### src/include/usb_out_pkg.sv
package usb_out_pkg;
  localparam int ADDR_W = 8;
  localparam logic [7:0] CTRL_LOW_OFF = 8'h14;
  localparam logic [7:0] CTRL_HIGH_OFF = 8'h15;
  localparam logic [7:0] COUNT_LOW_OFF = 8'h16;
  localparam logic [7:0] COUNT_HIGH_OFF = 8'h17;
  localparam logic [7:0] REG_RESET = 8'h00;
  localparam int READY_BIT = 0;
  localparam int FULL_BIT = 1;
  localparam int OVERRUN_BIT = 2;
  localparam int DATA_ERROR_BIT = 3;
  localparam int FLUSH_BIT = 4;
  localparam int SEND_STALL_BIT = 5;
  localparam int STALL_SENT_BIT = 6;
  localparam int CLEAR_TOGGLE_BIT = 7;
  localparam int ISO_BIT = 6;
  localparam int DOUBLE_BUF_BIT = 7;
  localparam int COUNT_W = 10;
  localparam int COUNT_LOW_W = 8;
  localparam int COUNT_HIGH_W = 2;
  localparam int MAX_SLOTS = 2;
  typedef enum logic [1:0] {
    HS_ACK = 2'b00,
    HS_NAK = 2'b01,
    HS_STALL = 2'b10,
    HS_NONE = 2'b11
  } handshake_e;
endpackage : usb_out_pkg

### src/usb_out_slot.sv
`timescale 1ns/100ps
// One packet slot: holds byte count and error flag of a stored packet.
module usb_out_slot
  import usb_out_pkg::*;
(
  input wire logic clock,
  input wire logic nrst,
  input wire logic load,
  input wire logic release_,
  input wire logic [usb_out_pkg::COUNT_W-1:0] countIn,
  input wire logic errorIn,
  output logic full,
  output logic [usb_out_pkg::COUNT_W-1:0] count,
  output logic error
);
  always_ff @(posedge clock or negedge nrst) begin
    if (!nrst) begin
      full <= 1'b0;
      count <= '0;
      error <= 1'b0;
    end else if (load) begin
      full <= 1'b1;
      count <= countIn;
      error <= errorIn;
    end else if (release_) begin
      full <= 1'b0;
    end
  end
endmodule : usb_out_slot

### src/usb_out_endpoint_control.sv
`timescale 1ns/100ps
module usb_out_endpoint_control
  import usb_out_pkg::*;
(
  input wire logic clock,
  input wire logic nrst,
  input wire logic [usb_out_pkg::ADDR_W-1:0] regAddr,
  input wire logic [7:0] regWrData,
  input wire logic regWrite,
  input wire logic regRead,
  output logic [7:0] regRdData,
  input wire logic packetDone,
  input wire logic [usb_out_pkg::COUNT_W-1:0] packetCount,
  input wire logic packetError,
  input wire logic outToken,
  input wire logic dataToggleIn,
  output logic [1:0] handshake,
  output logic dataToggle,
  output logic fifoPointerReset,
  output logic releasePacket,
  input wire logic intEnable,
  output logic intPulse
);
  import usb_out_pkg::*;

  logic packetReady_reg;
  logic overrun_reg;
  logic sendStall_reg;
  logic stallSent_reg;
  logic flush_reg;
  logic isoMode_reg;
  logic doubleBuf_reg;
  logic dataToggle_reg;
  logic head_reg;
  logic tail_reg;
  logic [7:0] rdData_reg;
  logic [MAX_SLOTS-1:0] slotFull;
  logic [COUNT_W-1:0] slotCount [MAX_SLOTS];
  logic [MAX_SLOTS-1:0] slotError;
  logic [MAX_SLOTS-1:0] slotLoad;
  logic [MAX_SLOTS-1:0] slotRelease;
  logic fifoFull;
  logic stallActive;
  logic acceptPacket;
  logic dropPacket;
  logic wrLow;
  logic wrHigh;
  logic fwClearReady;
  logic unload;
  logic reassert;
  logic [1:0] usedSlots;
  logic [COUNT_W-1:0] curCount;
  logic curError;
  logic intReady;
  logic intOverrun;
  logic intStall;
  logic [7:0] ctrlLowWord;
  logic [7:0] ctrlHighWord;
  logic [7:0] countLowWord;
  logic [7:0] countHighWord;
  logic [COUNT_HIGH_W-1:0] countHighBits;

  assign wrLow = regWrite && (regAddr == CTRL_LOW_OFF);
  assign wrHigh = regWrite && (regAddr == CTRL_HIGH_OFF);
  assign usedSlots = {1'b0, slotFull[0]} + {1'b0, slotFull[1]};

  // Full depends on the buffering mode, so toggling it changes the reading at once.
  assign fifoFull = doubleBuf_reg ? (usedSlots == 2'd2) : (usedSlots != 2'd0);

  // Stall is ignored in isochronous mode.
  assign stallActive = sendStall_reg && !isoMode_reg;

  // Bulk packets with errors reach this block but are refused and never stored; only isochronous
  // traffic carries a flagged packet into the buffer.
  assign acceptPacket = packetDone && !stallActive && !fifoFull
                        && (isoMode_reg || !packetError);
  assign dropPacket = packetDone && !stallActive && fifoFull;

  // A clear with no packet ready is ignored, so a stray write cannot move the head.
  assign fwClearReady = wrLow && !regWrData[READY_BIT] && packetReady_reg;
  assign unload = fwClearReady || (flush_reg && packetReady_reg);
  assign releasePacket = unload;
  assign fifoPointerReset = flush_reg;

  always_comb begin
    slotLoad = '0;
    slotRelease = '0;
    slotLoad[tail_reg] = acceptPacket;
    slotRelease[head_reg] = unload;
  end

  // Each slot keeps the count and error flag of one packet. The bytes sit in the
  // shared endpoint memory outside this block, addressed by the pointer that
  // fifoPointerReset rewinds.
  genvar gi;
  generate
    for (gi = 0; gi < MAX_SLOTS; gi++) begin : gSlot
      usb_out_slot slot (
        .clock(clock),
        .nrst(nrst),
        .load(slotLoad[gi]),
        .release_(slotRelease[gi]),
        .countIn(packetCount),
        .errorIn(packetError && isoMode_reg),
        .full(slotFull[gi]),
        .count(slotCount[gi]),
        .error(slotError[gi])
      );
    end
  endgenerate

  assign curCount = slotCount[head_reg];
  assign curError = slotError[head_reg] && isoMode_reg;

  // In single buffering neither pointer moves, so only the slot they rest on is used.
  // Changing the buffering mode while packets are held leaves the pointers as they are.

  always_ff @(posedge clock or negedge nrst) begin
    if (!nrst) begin
      tail_reg <= 1'b0;
    end else if (acceptPacket) begin
      tail_reg <= doubleBuf_reg ? ~tail_reg : tail_reg;
    end
  end

  always_ff @(posedge clock or negedge nrst) begin
    if (!nrst) begin
      head_reg <= 1'b0;
    end else if (unload) begin
      head_reg <= doubleBuf_reg ? ~head_reg : head_reg;
    end
  end

  // Packet-ready follows the head slot: a second held packet raises it again
  // in the cycle after the clear.
  always_ff @(posedge clock or negedge nrst) begin
    if (!nrst) begin
      packetReady_reg <= 1'b0;
    end else if (unload) begin
      packetReady_reg <= 1'b0;
    end else if (!packetReady_reg && slotFull[head_reg]) begin
      packetReady_reg <= 1'b1;
    end
  end

  assign reassert = !packetReady_reg && slotFull[head_reg] && !unload;

  // Each source is one cycle wide: reassert drops as soon as packet-ready is
  // registered, and the drop and stall events are strobes themselves.
  assign intReady = slotFull[head_reg] && reassert;
  assign intOverrun = dropPacket && isoMode_reg;
  assign intStall = outToken && stallActive;

  // Hardware set wins over a firmware clear in the same cycle.
  always_ff @(posedge clock or negedge nrst) begin
    if (!nrst) begin
      overrun_reg <= 1'b0;
    end else if (dropPacket && isoMode_reg) begin
      overrun_reg <= 1'b1;
    end else if (wrLow && !regWrData[OVERRUN_BIT]) begin
      overrun_reg <= 1'b0;
    end
  end

  always_ff @(posedge clock or negedge nrst) begin
    if (!nrst) begin
      stallSent_reg <= 1'b0;
    end else if (outToken && stallActive) begin
      stallSent_reg <= 1'b1;
    end else if (wrLow && !regWrData[STALL_SENT_BIT]) begin
      stallSent_reg <= 1'b0;
    end
  end

  always_ff @(posedge clock or negedge nrst) begin
    if (!nrst) begin
      sendStall_reg <= 1'b0;
    end else if (wrLow) begin
      sendStall_reg <= regWrData[SEND_STALL_BIT];
    end
  end

  // Flush takes one cycle; firmware sees it set for at most one read.
  always_ff @(posedge clock or negedge nrst) begin
    if (!nrst) begin
      flush_reg <= 1'b0;
    end else if (wrLow && regWrData[FLUSH_BIT]) begin
      flush_reg <= 1'b1;
    end else begin
      flush_reg <= 1'b0;
    end
  end

  always_ff @(posedge clock or negedge nrst) begin
    if (!nrst) begin
      isoMode_reg <= 1'b0;
      doubleBuf_reg <= 1'b0;
    end else if (wrHigh) begin
      isoMode_reg <= regWrData[ISO_BIT];
      doubleBuf_reg <= regWrData[DOUBLE_BUF_BIT];
    end
  end

  // The toggle flips on each accepted bulk packet with a matching toggle.
  always_ff @(posedge clock or negedge nrst) begin
    if (!nrst) begin
      dataToggle_reg <= 1'b0;
    end else if (wrLow && regWrData[CLEAR_TOGGLE_BIT]) begin
      dataToggle_reg <= 1'b0;
    end else if (acceptPacket && !isoMode_reg && dataToggleIn == dataToggle_reg) begin
      dataToggle_reg <= ~dataToggle_reg;
    end
  end
  assign dataToggle = dataToggle_reg;

  // Field words are built apart from the read register so that the read path is
  // one flat multiplexer. Clear-toggle is a strobe and always reads zero.
  assign countHighBits = curCount[COUNT_W-1:COUNT_LOW_W];

  always_comb begin
    ctrlLowWord = REG_RESET;
    ctrlLowWord[READY_BIT] = packetReady_reg;
    ctrlLowWord[FULL_BIT] = fifoFull;
    ctrlLowWord[OVERRUN_BIT] = overrun_reg && isoMode_reg;
    ctrlLowWord[DATA_ERROR_BIT] = curError && packetReady_reg;
    ctrlLowWord[FLUSH_BIT] = flush_reg;
    ctrlLowWord[SEND_STALL_BIT] = sendStall_reg;
    ctrlLowWord[STALL_SENT_BIT] = stallSent_reg;
    ctrlLowWord[CLEAR_TOGGLE_BIT] = 1'b0;
  end

  always_comb begin
    ctrlHighWord = REG_RESET;
    ctrlHighWord[ISO_BIT] = isoMode_reg;
    ctrlHighWord[DOUBLE_BUF_BIT] = doubleBuf_reg;
  end

  // The count only means something while a packet is ready, so it reads zero otherwise.
  always_comb begin
    countLowWord = REG_RESET;
    countHighWord = REG_RESET;
    if (packetReady_reg) begin
      countLowWord = curCount[COUNT_LOW_W-1:0];
      countHighWord[COUNT_HIGH_W-1:0] = countHighBits;
    end
  end

  // Isochronous transfers carry no handshake, so they always show HS_NONE.
  // A bulk packet that cannot be stored is refused with NAK, unless stalled, so that the host retries.
  always_comb begin
    if (!packetDone || isoMode_reg) begin
      handshake = HS_NONE;
    end else if (stallActive) begin
      handshake = HS_STALL;
    end else if (fifoFull || packetError) begin
      handshake = HS_NAK;
    end else begin
      handshake = HS_ACK;
    end
  end

  always_ff @(posedge clock or negedge nrst) begin
    if (!nrst) begin
      intPulse <= 1'b0;
    end else begin
      intPulse <= intEnable && (intReady || intOverrun || intStall);
    end
  end

  always_ff @(posedge clock or negedge nrst) begin
    if (!nrst) begin
      rdData_reg <= REG_RESET;
    end else if (regRead) begin
      case (regAddr)
        CTRL_LOW_OFF: begin
          rdData_reg <= ctrlLowWord;
        end
        CTRL_HIGH_OFF: begin
          rdData_reg <= ctrlHighWord;
        end
        COUNT_LOW_OFF: begin
          rdData_reg <= countLowWord;
        end
        COUNT_HIGH_OFF: begin
          rdData_reg <= countHighWord;
        end
        default: begin
          rdData_reg <= REG_RESET;
        end
      endcase
    end
  end
  assign regRdData = rdData_reg;
endmodule : usb_out_endpoint_control

### config.mk
export PLATFORM = sky130hd
export DESIGN_NAME = usb_out_endpoint_control
export DESIGN_NICKNAME = d
export VERILOG_FILES = /design/src/include/usb_out_pkg.sv /design/src/usb_out_slot.sv /design/src/usb_out_endpoint_control.sv
export SDC_FILE = /design/constraint.sdc
export NUM_CORES = 1
export LEC_CHECK = 0
export BUFFER_PORTS_ARGS = -buffer_cell sky130_fd_sc_hd__buf_2
export CORE_MARGIN = 10
export CORE_UTILIZATION = 35
export CTS_BUF_LIST = sky130_fd_sc_hd__clkbuf_2 sky130_fd_sc_hd__clkbuf_4 sky130_fd_sc_hd__clkbuf_8
export DETAILED_ROUTE_END_ITERATION = 6
export PLACE_DENSITY_LB_ADDON = 0.05
export SLEW_MARGIN = 15
export SYNTH_ARGS = -nofsm -noshare
export SYNTH_HDL_FRONTEND = slang
export SYNTH_SLANG_ARGS = --single-unit
### constraint.sdc
create_clock -name clock -period 1.5 [get_ports clock]
set_clock_uncertainty 0.15 [all_clocks]
set_input_delay 0.075 -clock clock [delete_from_list [all_inputs] [get_ports clock]]
set_output_delay 0.075 -clock clock [all_outputs]
set_load 0.05 [all_outputs]
==> impl_metrics.env <==
export IMPL_status="finished, violations left"
export IMPL_violations="setup timing"
export IMPL_grt_pass1_wl_um=9230
export IMPL_whs_path_depth=4
export IMPL_dieWidth_um=98.2
export IMPL_antenna_found_initial=0
export IMPL_drtPass1Iterations=4
export IMPL_reg2reg_slack_ps=-70
export IMPL_max_slew_margin_pct=72.7
export IMPL_crit_family="flip-flops"
export IMPL_p_int_mw=2.41
export IMPL_htreeDepth=2
export IMPL_dieArea_mm2=0.00965
export IMPL_busiest_layer="met2"
export IMPL_worst_path_buf_inv=2
export IMPL_grt_pass1_vias=1801
export IMPL_max_freq_mhz=608
export IMPL_ys_seq_area_share_pct=50.3
export IMPL_synth_most_common_cell="dfrtp_1"
export IMPL_dp_hpwl_um=4310
export IMPL_async_flop_share_pct=100
export IMPL_routed_wl_um=5630
export IMPL_finalWeightedCongestion=0.811
export IMPL_vias_per_cell=4.88
export IMPL_pwr_share_seq_pct=48.2
export IMPL_insertion_delay_ps=290
export IMPL_cpPeakStageDelay_ps=400
export IMPL_nNetsFinal=307
export IMPL_p_switching_uw=981
export IMPL_grt_usage_pct=11.8
export IMPL_cts_buffers_inserted=5
export IMPL_synth_edf_count=0
export IMPL_synth_cell_area_mm2=0.00214
export IMPL_utilization_pct=53.0
export IMPL_chipHeight_um=98.2
export IMPL_drv_cap=0
export IMPL_combPwrFrac_pct=29.9
export IMPL_finalSetupViolCount=22
export IMPL_met2_usage_pct=19.0
export IMPL_rows=28
export IMPL_tightest_slew_ps=408
export IMPL_cp_required_ps=1270
export IMPL_pin_count=49
export IMPL_irDropWorstVdd_v=0.000596
export IMPL_wl_per_cell_um=16.2
export IMPL_cpMostUsedCell="buf_6"
export IMPL_cts_sinks=43
export IMPL_syn_avg_cell_area_um2=12.2
export IMPL_maxSlewViolCount=0
export IMPL_power_leakage_nw=1.51
export IMPL_largest_reg_flops=20
export IMPL_fin_ws_ps=-146
export IMPL_grt_overflow=0
export IMPL_start_kind="register"
export IMPL_synth_nets=210
export IMPL_cts_buffer_depth=2
export IMPL_initial_utilization_pct=36.2
export IMPL_initialDrtViolationCount=61
export IMPL_cp_max_fo=3
export IMPL_clockPowerShare_pct=21.9
export IMPL_final_cells=348
export IMPL_power_total_mw=3.39
export IMPL_hp_class="primary input to register"
export IMPL_ant_nets=0
export IMPL_core_area_mm2=0.00592
export IMPL_post_route_min_period_ps=1650
export IMPL_grt_setup_unrepaired="true"
export IMPL_dp_cells=308
export IMPL_ys_flop_type="dfrtp_1"
export IMPL_synthCells=175
export IMPL_area_growth_pct=46.5
export IMPL_synth_seq_cells=43
export IMPL_r2r_cells=4
export IMPL_switching_share_pct=28.9
export IMPL_synth_warnings=0
export IMPL_grt_util_met3_pct=3.52
export IMPL_met1_usage_pct=15.0
export IMPL_min_period_over_period_pct=110
export IMPL_p_per_area_mw_per_mm2=1080
export IMPL_nFillCells=543
export IMPL_yosys_area_top_type="dfrtp_1"
export IMPL_cts_tree="done"
export IMPL_cts_reportedPaths_clkPinSlew_ps=80
export IMPL_worstSetupEndpointType="output pin"
export IMPL_drc=0
export IMPL_finalHoldViolCount=0
export IMPL_synthDistinctLibCells=36
export IMPL_num_vias=1698
export IMPL_ys_top_cells_by_area="dfrtp_1 50%, mux2_4 11%, mux2_2 5.8%"
export IMPL_grt_max_degree=25
export IMPL_numPortBuffers=46
export IMPL_drive_gt1_share_pct=49.5
export IMPL_root_buffer="clkbuf_8"
export IMPL_slowest_stage="dfrtp_1"
export IMPL_regMostFlops="gSlot.slot.count"
export IMPL_ys_top_cells_by_count="43 x dfrtp_1, 16 x mux2_4, 12 x nand2_1"
export IMPL_cp_cell_sequence="a21boi_4 > buf_6 > nor2_4 > nor2_2 > o21ai_2 > buf_6"
export IMPL_yosys_area_top_type_share_pct=50.3
export IMPL_diodes=0
export IMPL_crit_arrival_ps=1420
export IMPL_cp_num_cells=6
export IMPL_critPathKind="register to output pin"
[through the flow]
step | area, µm² | TNS, ps | worst slack [ps] | hold WS, ps
after floorplan | 2170 | -800 | -59.2 | -371
after global routing | 3140 | -2320 | -216 | 108
final | 3140 | -1280 | -146 | 85.6
after global placement | 2630 | -1380 | -136 | -231
after CTS | 3050 | -1470 | -152 | 82.7
after detailed placement | 2630 | -1770 | -132 | -233
[power by group through the flow]
stage | combinational (mW) | sequential, mW | clock (mW)
2_1_floorplan | 0.571 | 1.65 | 0
3_3_place_gp | 0.883 | 1.63 | 0
3_5_place_dp | 0.908 | 1.65 | 0
4_1_cts | 0.993 | 1.64 | 0.776
5_1_grt | 1.09 | 1.68 | 0.835
6_report | 1.01 | 1.63 | 0.743
[cell usage in the layout (no fill, tap or decap), drive strengths merged, types with 7 or more instances in the layout]
cell / synthesis / layout
mux2: 27 / 27
a31oi: 7 / 7
inv: 8 / 8
dlygate4sd3: 0 / 24
nor2: 9 / 9
mux2i: 8 / 8
nand2: 12 / 12
dfrtp: 43 / 43
buf: 8 / 76
o21ai: 10 / 10
clkbuf: 2 / 7
[final timing paths]
kind	endpoint	startpoint
max	handshake[0]	doubleBuf_reg
min	tail_reg	packetError
max reg2reg	gSlot[1].slot.count[1]	doubleBuf_reg
min reg2reg	gSlot[1].slot.error	gSlot[1].slot.error
max in group asynchronous	gSlot[1].slot.full	nrst
min in group asynchronous	gSlot[0].slot.count[0]	nrst
[worst register-to-register path, delay by kind of cell, from the launching register on]
family,cells,cell delay [ps]
compound gates,2,380
buf+inv,1,190
flops,1,400
mux,1,340
[logic make-up after synthesis]
group / share of synthesized area (%)
XOR/XNOR: 0.818
AND/OR/NAND/NOR: 12.0
buffers and inverters: 4.50
multiplexers: 21.8
flip-flops: 50.3
AO/OA/AOI/OAI: 10.6
[repair_timing]
item,4_1_cts,5_1_grt
setup buffers,3,5
endpoints found under the setup margin,31,30
gates resized for setup,22,12
pin swaps,2,9
hold buffers,24,0
hold endpoints to repair,74,0
[area by class of cell]
type / instances / area [µm²] / share of cell area, %
Timing Repair Buffer: 100 / 782 / 24.9
Tap cell: 75 / 93.8 / 2.99
Clock inverter: 1 / 5.00 / 0.160
Clock buffer: 7 / 83.8 / 2.67
Multi-Input combinational cell: 114 / 1060 / 33.8
Sequential cell: 43 / 1080 / 34.5
Inverter: 8 / 30.0 / 0.957
[layer usage]
metal  part of all wire, %  routed length (µm)
met3                   5.0                 281
met2                    48                2690
met4                  0.94                  53
met5                     0                   0
met1                    46                2600
No activity file was read; power rests on OpenSTA's default activity.
